--- config.mk ---
export PLATFORM = sky130hd
export DESIGN_NAME = lrx_exec
export DESIGN_NICKNAME = d
export VERILOG_FILES = /design/src/rtl/lrx_pkg.sv /design/src/rtl/lrx_alu.sv /design/src/rtl/lrx_exec.sv
export SDC_FILE = /design/constraint.sdc
export NUM_CORES = 1
export LEC_CHECK = 0
export BUFFER_PORTS_ARGS = -buffer_cell sky130_fd_sc_hd__buf_4
export CAP_MARGIN = 30
export CORE_MARGIN = 2
export CORE_UTILIZATION = 45
export CTS_CLUSTER_SIZE = 8
export DETAILED_ROUTE_END_ITERATION = 7
export GPL_ROUTABILITY_DRIVEN = 0
export PLACE_DENSITY_LB_ADDON = 0.3
export SYNTH_ARGS = -nofsm -noshare
export SYNTH_HDL_FRONTEND = slang
export SYNTH_SLANG_ARGS = --single-unit
export TNS_END_PERCENT = 10
--- constraint.sdc ---
create_clock -name clk_sys -period 1.9 [get_ports clk_sys]
set_clock_uncertainty 0.15 [all_clocks]
set_input_delay 0.285 -clock clk_sys [delete_from_list [all_inputs] [get_ports clk_sys]]
set_output_delay 0.285 -clock clk_sys [all_outputs]
set_load 0.01 [all_outputs]
--- src/rtl/lrx_pkg.sv ---
// Package with opcodes, widths, flag layout and reset values for the executor.
package lrx_pkg;

  // ===========================================================================
  // Widths and reset values
  // ===========================================================================
  localparam int LRX_DATA_W = 8;
  localparam int LRX_ADDR_W = 7;
  localparam int LRX_PC_W = 15;
  localparam logic [7:0] LRX_W_RST = 8'h00;
  localparam logic [14:0] LRX_PC_RST = 15'h0000;
  localparam logic [6:0] LRX_ADDR_RST = 7'h00;
  localparam logic [3:0] LRX_NIB_MASK = 4'hf;

  // ===========================================================================
  // Operation select codes
  // ===========================================================================
  typedef enum logic [2:0] {
    LRX_OP_NONE = 3'h0,
    LRX_OP_LITERAL_RETURN = 3'h1,
    LRX_OP_ROTATE_LEFT = 3'h2,
    LRX_OP_ROTATE_RIGHT = 3'h3,
    LRX_OP_LITERAL_SUBTRACT = 3'h4
  } lrx_op_t;

  // Destination select bit values.
  localparam logic LRX_DEST_ACC = 1'b0;
  localparam logic LRX_DEST_FILE = 1'b1;

  // ===========================================================================
  // Carriers
  // ===========================================================================
  typedef struct packed {
    logic carry;
    logic half_carry_flag;
    logic zero;
  } lrx_flags_t;

  localparam lrx_flags_t LRX_FLAGS_RST = '{carry: 1'b0,
                                           half_carry_flag: 1'b0,
                                           zero: 1'b0};

  typedef struct packed {
    logic valid;
    lrx_op_t op;
    logic [7:0] literal;
    logic [6:0] file_addr;
    logic dest;
  } lrx_instr_t;

  typedef struct packed {
    logic [7:0] result;
    lrx_flags_t flags;
    logic carry_we;
    logic hc_we;
    logic zero_we;
  } lrx_alu_t;

endpackage : lrx_pkg

--- src/rtl/lrx_alu.sv ---
// Combinational arithmetic for rotate and literal subtract operations.
`timescale 1ns/1ps
`default_nettype none
module lrx_alu
  import lrx_pkg::*;
(
  input wire lrx_op_t op,
  input wire logic [7:0] operand,
  input wire logic [7:0] acc,
  input wire logic carry_in,
  output lrx_alu_t res
);

  logic [8:0] diff;
  logic [4:0] nib_diff;

  always_comb begin
    diff = {1'b0, operand} - {1'b0, acc};
    nib_diff = {1'b0, operand[3:0] & LRX_NIB_MASK} - {1'b0, acc[3:0]};
    res = '0;
    unique case (op)
      LRX_OP_ROTATE_LEFT: begin
        res.result = {operand[6:0], carry_in};
        res.flags.carry = operand[7];
        res.carry_we = 1'b1;
      end
      LRX_OP_ROTATE_RIGHT: begin
        res.result = {carry_in, operand[7:1]};
        res.flags.carry = operand[0];
        res.carry_we = 1'b1;
      end
      LRX_OP_LITERAL_SUBTRACT: begin
        res.result = diff[7:0];
        res.flags.carry = ~diff[8];
        res.flags.half_carry_flag = ~nib_diff[4];
        res.flags.zero = (diff[7:0] == 8'h00);
        res.carry_we = 1'b1;
        res.hc_we = 1'b1;
        res.zero_we = 1'b1;
      end
      default: begin
        res.result = operand;
      end
    endcase
  end

endmodule : lrx_alu
`default_nettype wire

--- src/rtl/lrx_exec.sv ---
// Executor for literal return, rotates through carry and literal subtract.
`timescale 1ns/1ps
`default_nettype none

// Behaviour
// - Literal return loads literal into accumulator, flags kept.
// - Literal return pops stack, PC takes return address.
// - Literal return: one word, two cycles, fetch flushed.
// - Rotate left: carry into bit0, bit7 to carry.
// - Rotate destination bit: 0 accumulator, 1 file.
// - Rotate right: carry into bit7, bit0 to carry.
// - Literal subtract: literal minus accumulator into accumulator.
// - Carry, half-carry clear when accumulator part is larger.
module lrx_exec
  import lrx_pkg::*;
(
  input wire logic clk_sys,
  input wire logic nrst,
  input wire lrx_instr_t instr,
  input wire logic [7:0] file_rdata,
  input wire logic [14:0] stack_top_entry,
  output logic [7:0] acc_out,
  output lrx_flags_t flags_out,
  output logic [6:0] file_addr,
  output logic [7:0] file_wdata,
  output logic file_we,
  output logic stack_pop,
  output logic pc_load,
  output logic [14:0] pc_value,
  output logic busy
);

  // ===========================================================================
  // State
  // ===========================================================================
  typedef enum logic {LRX_ST_RUN, LRX_ST_FLUSH} lrx_state_t;

  typedef struct packed {
    lrx_state_t st;
    logic [7:0] acc;
    lrx_flags_t flags;
    logic [6:0] faddr;
    logic [7:0] fwdata;
    logic fwe;
    logic pop;
    logic pcld;
    logic [14:0] pc;
    logic busy;
  } lrx_state_all_t;

  lrx_state_all_t s_q;
  lrx_state_all_t s_d;
  lrx_alu_t alu;
  logic [7:0] alu_operand;
  logic take;

  assign take = instr.valid && (s_q.st == LRX_ST_RUN);
  assign alu_operand = (instr.op == LRX_OP_LITERAL_SUBTRACT) ?
                       instr.literal : file_rdata;

  lrx_alu u_alu (
    .op(instr.op),
    .operand(alu_operand),
    .acc(s_q.acc),
    .carry_in(s_q.flags.carry),
    .res(alu)
  );

  // ===========================================================================
  // Next state
  // ===========================================================================
  always_comb begin
    s_d = s_q;
    s_d.fwe = 1'b0;
    s_d.pop = 1'b0;
    s_d.pcld = 1'b0;
    s_d.busy = 1'b0;
    unique case (s_q.st)
      LRX_ST_RUN: begin
        if (take) begin
          unique case (instr.op)
            LRX_OP_LITERAL_RETURN: begin
              s_d.acc = instr.literal;
              s_d.pop = 1'b1;
              s_d.pcld = 1'b1;
              s_d.pc = stack_top_entry;
              s_d.busy = 1'b1;
              s_d.st = LRX_ST_FLUSH;
            end
            LRX_OP_ROTATE_LEFT, LRX_OP_ROTATE_RIGHT: begin
              s_d.flags.carry = alu.flags.carry;
              if (instr.dest == LRX_DEST_FILE) begin
                s_d.faddr = instr.file_addr;
                s_d.fwdata = alu.result;
                s_d.fwe = 1'b1;
              end else begin
                s_d.acc = alu.result;
              end
            end
            LRX_OP_LITERAL_SUBTRACT: begin
              s_d.acc = alu.result;
              s_d.flags = alu.flags;
            end
            default: begin
              s_d.st = LRX_ST_RUN;
            end
          endcase
        end
      end
      LRX_ST_FLUSH: begin
        s_d.st = LRX_ST_RUN;
      end
    endcase
  end

  // ===========================================================================
  // Registers
  // ===========================================================================
  always_ff @(posedge clk_sys or negedge nrst) begin
    if (!nrst) begin
      s_q <= '{st: LRX_ST_RUN, acc: LRX_W_RST, flags: LRX_FLAGS_RST,
               faddr: LRX_ADDR_RST, fwdata: LRX_W_RST, fwe: 1'b0,
               pop: 1'b0, pcld: 1'b0, pc: LRX_PC_RST, busy: 1'b0};
    end else begin
      s_q <= s_d;
    end
  end

  assign acc_out = s_q.acc;
  assign flags_out = s_q.flags;
  assign file_addr = s_q.faddr;
  assign file_wdata = s_q.fwdata;
  assign file_we = s_q.fwe;
  assign stack_pop = s_q.pop;
  assign pc_load = s_q.pcld;
  assign pc_value = s_q.pc;
  assign busy = s_q.busy;

endmodule : lrx_exec
`default_nettype wire

==> reports/results.tsv, run 1 <==
metric	value	unit
status	finished, violations left	
violations	setup timing	
syn2layout_area_growth	47.46	%
finalSetupViolCount	15	
seq_area_frac_synth	44.56	%
slowest_delay	240	ps
cp_slowest_cell	mux2i_2	
row_count	26	
p_int	0.002136	W
cp_cell_sequence	buf_6, nor2_4, and2_4, mux2i_2, ha_2, fa_2, and2b_1, o21ai_2, nor2b_4, xor2_2, o22a_1, a31oi_1	
post_drt_wl_per_cell	15.08	µm
synth_top_cell_by_area	dfrtp_1	
insertion_delay	300	ps
cp-end-kind	flop	
worst_ir_drop_vdd	0.0005749	V
synth_fp_nets	296	
grt_max_degree	44	
yosys.area_share.simple	17.51	%
yosys-top-cells-count	57 x nand2_1, 43 x dfrtp_1, 16 x mux2_2, 10 x inv_1, 10 x mux2i_1	
rsz0062_at_grt	yes	
cts_tree	done	
clk_pin_slew_worst_paths	80	ps
die-area	5968	µm²
io_buffers	89	
yosysWarnings	0	
final_util	69.28	%
p_leak	1.822	nW
cts_root_buf	clkbuf_8	
worstPathRequired	1930	ps
first_pass_iters	4	
switchingPower	0.001139	W
start_kind	input pin	
setup_ws	-356.3	ps
vias	2206	
grt_pass1_wl	10.81	mm
slew_violations	0	
hold_path_class	input pin to flop	
drt-total-wl	6.558	mm
yosysMostFrequentCell	nand2_1	
placed_cells	425	
syn_area	2415	µm²
finalCritPeriodShare	118.8	%
synth_edf_count	0	
combinationalPowerShare	45.0	%
period_needed	2256	ps
die_x	77.26	µm
synth-main-ff-cell	dfrtp_1	
cts_buffer_depth	2	
ys_ff_latch	43	
synth_compound_area_share	12.90	%
start_util	46.98	%
synth_top_area_share	44.56	%
die_h	77.26	µm
fmax	0.4432	GHz
final-hold-violation-count	0	
clock-sinks	43	
finalNetCount	419	
finalNonFillerCells	435	
relSlewSlack	63.24	%
antenna_found_initial	0	
worstPathArrival	2290	ps
synth-async-reset-ratio	100.0	%
grt_overflow_total	0	
grt_pass1_vias	2350	
power_frac_clock	17.9	%
reg2reg_slack	-210	ps
synth_area_leaders	dfrtp_1 45%, nand2_1 8.9%, mux2_2 7.5%, ha_1 4.7%, mux2i_1 4.1%	
p_per_area	919.9	nW/µm²
track_usage	22.49	%
ant_nets	0	
num_io_pins	90	
htree_levels	2	
drt_iter0_drc	131	
worstMarginPinSlew	551.4	ps
fp.coreArea	5140	µm²
post-dp-hpwl	5.096	mm
switching_share	34.78	%
synth_top_family_by_area	simple AND/OR/NAND/NOR gates	
syn_inst	241	
maxCapViolations	0	
pwr-share-seq	37.1	%
via_per_inst	5.071	
diodes	0	
yosys.cell_types.count	46	
cts_made_buffers	5	
critPathKind	input pin to flop	
synthXorXnorAreaFrac	1.813	%
drc	0	
muxShareOfSynthArea	12.54	%
drive_gt1_share	48.77	%
avgSynthCellArea	10.02	µm²
path_max_fanout	4	
synthAdderAreaFrac	5.492	%
## power by group through the flow
stage	logic, W	clock network (W)	registers (W)
after CTS	0.00144	0.000595	0.00122
after global placement	0.00135	0	0.00122
after detailed placement	0.00138	0	0.00123
final	0.00148	0.000586	0.00121
after global routing	0.00162	0.000632	0.00124
after floorplan	0.000605	0	0.00131
## what timing repair did
item,4_1_cts,5_1_grt
setup buffers,0,1
endpoints found under the setup margin,15,16
hold endpoints to repair,43,0
cloned,0,0
hold buffers,1,0
pin swaps,13,7
resized for setup,8,4
## per-stage QoR
step                      total power [W]  TNS (ps)  setup WS (ps)  hold slack (ps)  instance area [µm²]
final                            0.003276     -3202         -356.3            27.87                 3561
after global routing             0.003494     -4871         -462.9            25.58                 3561
after CTS                        0.003252     -2612         -336.2            23.80                 3528
after detailed placement         0.002609     -8728         -722.7            162.8                 3387
after global placement           0.002568     -8034         -620.0            156.8                 3387
after floorplan                  0.001916     -5144         -489.4           -160.6                 2436
## worst paths after layout
check	startpoint	endpoint	cells past startpoint
min in group asynchronous	nrst	pc_value[5]	2
hold reg to reg	file_addr[4]	file_addr[4]	2
max in group asynchronous	nrst	acc_out[1]	2
hold / removal	instr[5]	file_addr[4]	3
setup reg to reg	acc_out[0]	acc_out[4]	8
setup / recovery	instr[17]	acc_out[4]	12
## area by class of cell
type | count | area [µm²]
inverter | 11 | 41.29
clock inverter | 3 | 20.02
fill | 430 | 1579
clock buffer | 5 | 68.82
timing repair buffer | 127 | 975.9
sequential | 43 | 1076
tap | 70 | 87.58
multi-input combinational | 176 | 1291
## routing by layer
layer / vias up / global-route usage, % / part of all wire (%)
met1: 1023 / 28.61 / 42
met3: 11 / 6.824 / 8.3
met2: 102 / 37.30 / 48
met5: - / 0 / 0
met4: 0 / 5.893 / 1.3
li1: 1070 / - / -
## state kept, by name, indices dropped and copies added (netlist names)
signal and cells:
busy 1, acc_out 8, flags_out 3, file_we 1, file_wdata 8, file_addr 7
pc_value 15
## cells in the final DEF (no fill, tap or decap), types with 2 or more instances in the layout
master,count
a21o_1,3
nand2_1,56
nor2_1,9
o21ai_2,2
ha_1,8
dfrtp_1,43
a31oi_1,4
mux2_1,2
mux2i_1,9
nor2_2,3
nor2b_1,2
o22a_1,4
nand3b_1,2
buf_4,123
o21ai_0,7
clkinvlp_4,2
nand3_1,5
inv_1,10
a21oi_1,8
xnor2_2,3
clkbuf_8,5
mux2_2,16
buf_6,2
o22ai_1,3
a21oi_2,3
## critical path, delay by kind of cell
family,cells,cell delay [ps]
xor+xnor,1,180
fa+ha+maj,2,400
buf+inv,1,100
simple gates,4,680
mux,1,240
compound gates,3,410
## logic make-up after synthesis
family,after synthesis
adders and majority gates,10
AOI/OAI and AO/OA,44
and+or+nand+nor,89
muxes,28
DFF,43
buffers and inverters,22
xor gates and xnor gates,5
No activity file was read; power rests on OpenSTA's default activity.
==> run 2, diff against run 1 <==
--- a/config.mk
+++ b/config.mk
@@ -13,6 +13,7 @@
 export DETAILED_ROUTE_END_ITERATION = 7
 export GPL_ROUTABILITY_DRIVEN = 0
 export PLACE_DENSITY_LB_ADDON = 0.3
+export REMOVE_ABC_BUFFERS = 1
 export SYNTH_ARGS = -nofsm -noshare
 export SYNTH_HDL_FRONTEND = slang
 export SYNTH_SLANG_ARGS = --single-unit
==> constraint.sdc (replaced) <==
create_clock -name clk_sys -period 1.9 [get_ports clk_sys]
set_clock_uncertainty 0.15 [all_clocks]
set_input_delay 0.38 -clock clk_sys [delete_from_list [all_inputs] [get_ports clk_sys]]
set_output_delay 0.38 -clock clk_sys [all_outputs]
set_load 0.01 [all_outputs]
==> run 2 against run 1 <==
Compared with the run above:
- the run still ends with setup timing left
- final cell count is 0.69% higher
- maximum frequency shrank 4.3%
- global-route usage increased by 0.53 points
- total power increased by 3.4%
- clock power rose by 22%
- sequential power hardly changed
- critical path type unchanged
==> reports/results.tsv, run 2 (synthesized netlist as in run 1, its figures left out) <==
metric	value	unit	change
status	finished, violations left		
violations	setup timing		
path_max_fanout	3		-1
via_per_inst	5.176		+2.1%
grt_pass1_vias	2268		-3.5%
post-dp-hpwl	4.929	mm	-3.3%
slowest_delay	230	ps	about the same
drc	0		unchanged
post_drt_wl_per_cell	15.13	µm	+0.38%
reg2reg_from	acc_out[0]		
reg2regPathDepth	8		unchanged
finalSetupViolCount	16		+1
clock-sinks	43		unchanged
track_usage	23.02	%	+0.53 points
insertion_delay	300	ps	about the same
worst_ir_drop_vdd	0.0005693	V	-0.97%
p_per_area	936.0	nW/µm²	+1.7%
maxCapViolations	0		unchanged
final_util	70.42	%	+1.1 points
syn2layout_area_growth	49.90	%	
whs_endpoint	file_addr[0]		
ant_nets	0		unchanged
start_kind	input pin		
worstPathArrival	2390	ps	+100 ps
slew_violations	0		unchanged
whs_path_depth	3		unchanged
worstMarginPinSlew	543.0	ps	-8.317 ps
reg2reg_slack	-230	ps	-20 ps
die-area	5968	µm²	unchanged
grt_max_degree	44		unchanged
row_count	26		unchanged
drt_iter0_drc	126		-3.8%
final-hold-violation-count	0		unchanged
hold_path_class	input pin to flop		
num_io_pins	90		unchanged
pre_cts_ws	-882.7	ps	-160.0 ps
fmax	0.4242	GHz	-4.3%
cts_root_buf	clkbuf_8		
antenna_found_initial	0		unchanged
cts_buffer_depth	2		unchanged
vias	2267		+2.8%
drive_gt1_share	50.00	%	+1.2 points
startpoint	instr[17]		
path_buf_inv	1		unchanged
worstPathRequired	1930	ps	about the same
fp.coreArea	5140	µm²	unchanged
period_needed	2358	ps	+101.2 ps
p_leak	1.846	nW	+1.3%
grt_pass1_wl	10.89	mm	+0.70%
min_from	instr[1]		
diodes	0		unchanged
reg2reg_to	acc_out[6]		
rsz0062_at_grt	yes		
grt_overflow_total	0		unchanged
first_pass_iters	4		unchanged
cts_made_buffers	5		unchanged
placed_cells	428		+0.71%
finalNonFillerCells	438		+0.69%
start_util	46.98	%	unchanged
mostFrequentLayoutCells	127 x buf_4, 57 x nand2_1, 43 x dfrtp_1		
die_x	77.26	µm	unchanged
cp_cell_sequence	buf_6, nor2_4, and2_4, mux2i_4, ha_2, fa_2, and2b_1, o21ai_2, nor2b_4, xor2_2, o22a_1, a31oi_1		
clk_pin_slew_worst_paths	80	ps	about the same
largest_reg_flops	15		unchanged
finalCritPeriodShare	124.1	%	+5.3 points
io_buffers	89		unchanged
layout_commonest_cell	buf_4		
relSlewSlack	63.80	%	+0.55 points
die_h	77.26	µm	unchanged
cp_slowest_cell	mux2i_4		
critPathTopFamily	simple AND/OR/NAND/NOR gates		
critPathKind	input pin to flop		
finalNetCount	423		+0.95%
drt-total-wl	6.628	mm	+1.1%
cp-end-kind	flop		
cts_tree	done		
setup_ws	-457.5	ps	-101.2 ps
htree_levels	2		unchanged
## run 2: area by class of cell
cell class / count / area [µm²]
Tap cell: 70 / 87.58
Timing Repair Buffer: 131 / 1006
Fill cell: 410 / 1520
Sequential cell: 43 / 1076
Multi-Input combinational cell: 176 / 1303
Inverter: 11 / 41.29
Clock inverter: 2 / 37.54
Clock buffer: 5 / 68.82
## run 2: how the worst max path moves through the flow
| stage | endpoint | slack [ps] | cells after the start |
|---|---|---|---|
| after floorplan | file_wdata[4] | -640 | 11 |
| after global placement | flags_out[0] | -810 | 12 |
| after detailed placement | file_wdata[4] | -880 | 12 |
| after CTS | flags_out[0] | -460 | 12 |
| after global routing | acc_out[4] | -600 | 12 |
| final | acc_out[4] | -460 | 12 |
## run 2: timing repair
item / 4_1_cts / 5_1_grt
pin swaps: 9 / 5
hold buffers: 1 / 0
setup buffers: 2 / 0
endpoints found under the hold margin: 43 / 0
resized for setup: 15 / 7
setup endpoints to repair: 16 / 18
## run 2: routing by layer
layer,routed length (µm),up-vias,GRT usage [%]
met5,0,-,0
met3,372,14,5.412
met4,131,0,9.821
met2,3371,72,38.96
met1,2753,1103,28.00
li1,-,1078,-
## run 2: worst reg2reg max path, cell delays in order, from the launching register on
cell	delay, ps
dfrtp_1	400
ha_2	200
fa_2	330
and2b_1	240
nor2_1	70
o21ai_2	170
xnor2_1	170
o22a_1	210
a31oi_1	80
## run 2: where the power goes
group          leakage, nW  internal, W  total (W)  switching (W)
combinational         1.26     0.000767    0.00145       0.000687
sequential           0.531      0.00110    0.00122       0.000120
clock               0.0502     0.000385   0.000715       0.000330
total                 1.85      0.00225    0.00339        0.00114
## run 2: stage by stage
| step | area (µm²) | hold WS (ps) | power (W) | TNS (ps) |
|---|---|---|---|---|
| floorplan | 2331 | -65.59 | 0.001885 | -8797 |
| global placement | 3392 | 251.2 | 0.002545 | -10990 |
| detailed placement | 3392 | 254.1 | 0.002582 | -11830 |
| CTS | 3576 | 117.9 | 0.003337 | -4825 |
| global route | 3620 | 118.6 | 0.003583 | -7056 |
| finish | 3620 | 125.4 | 0.003388 | -5229 |
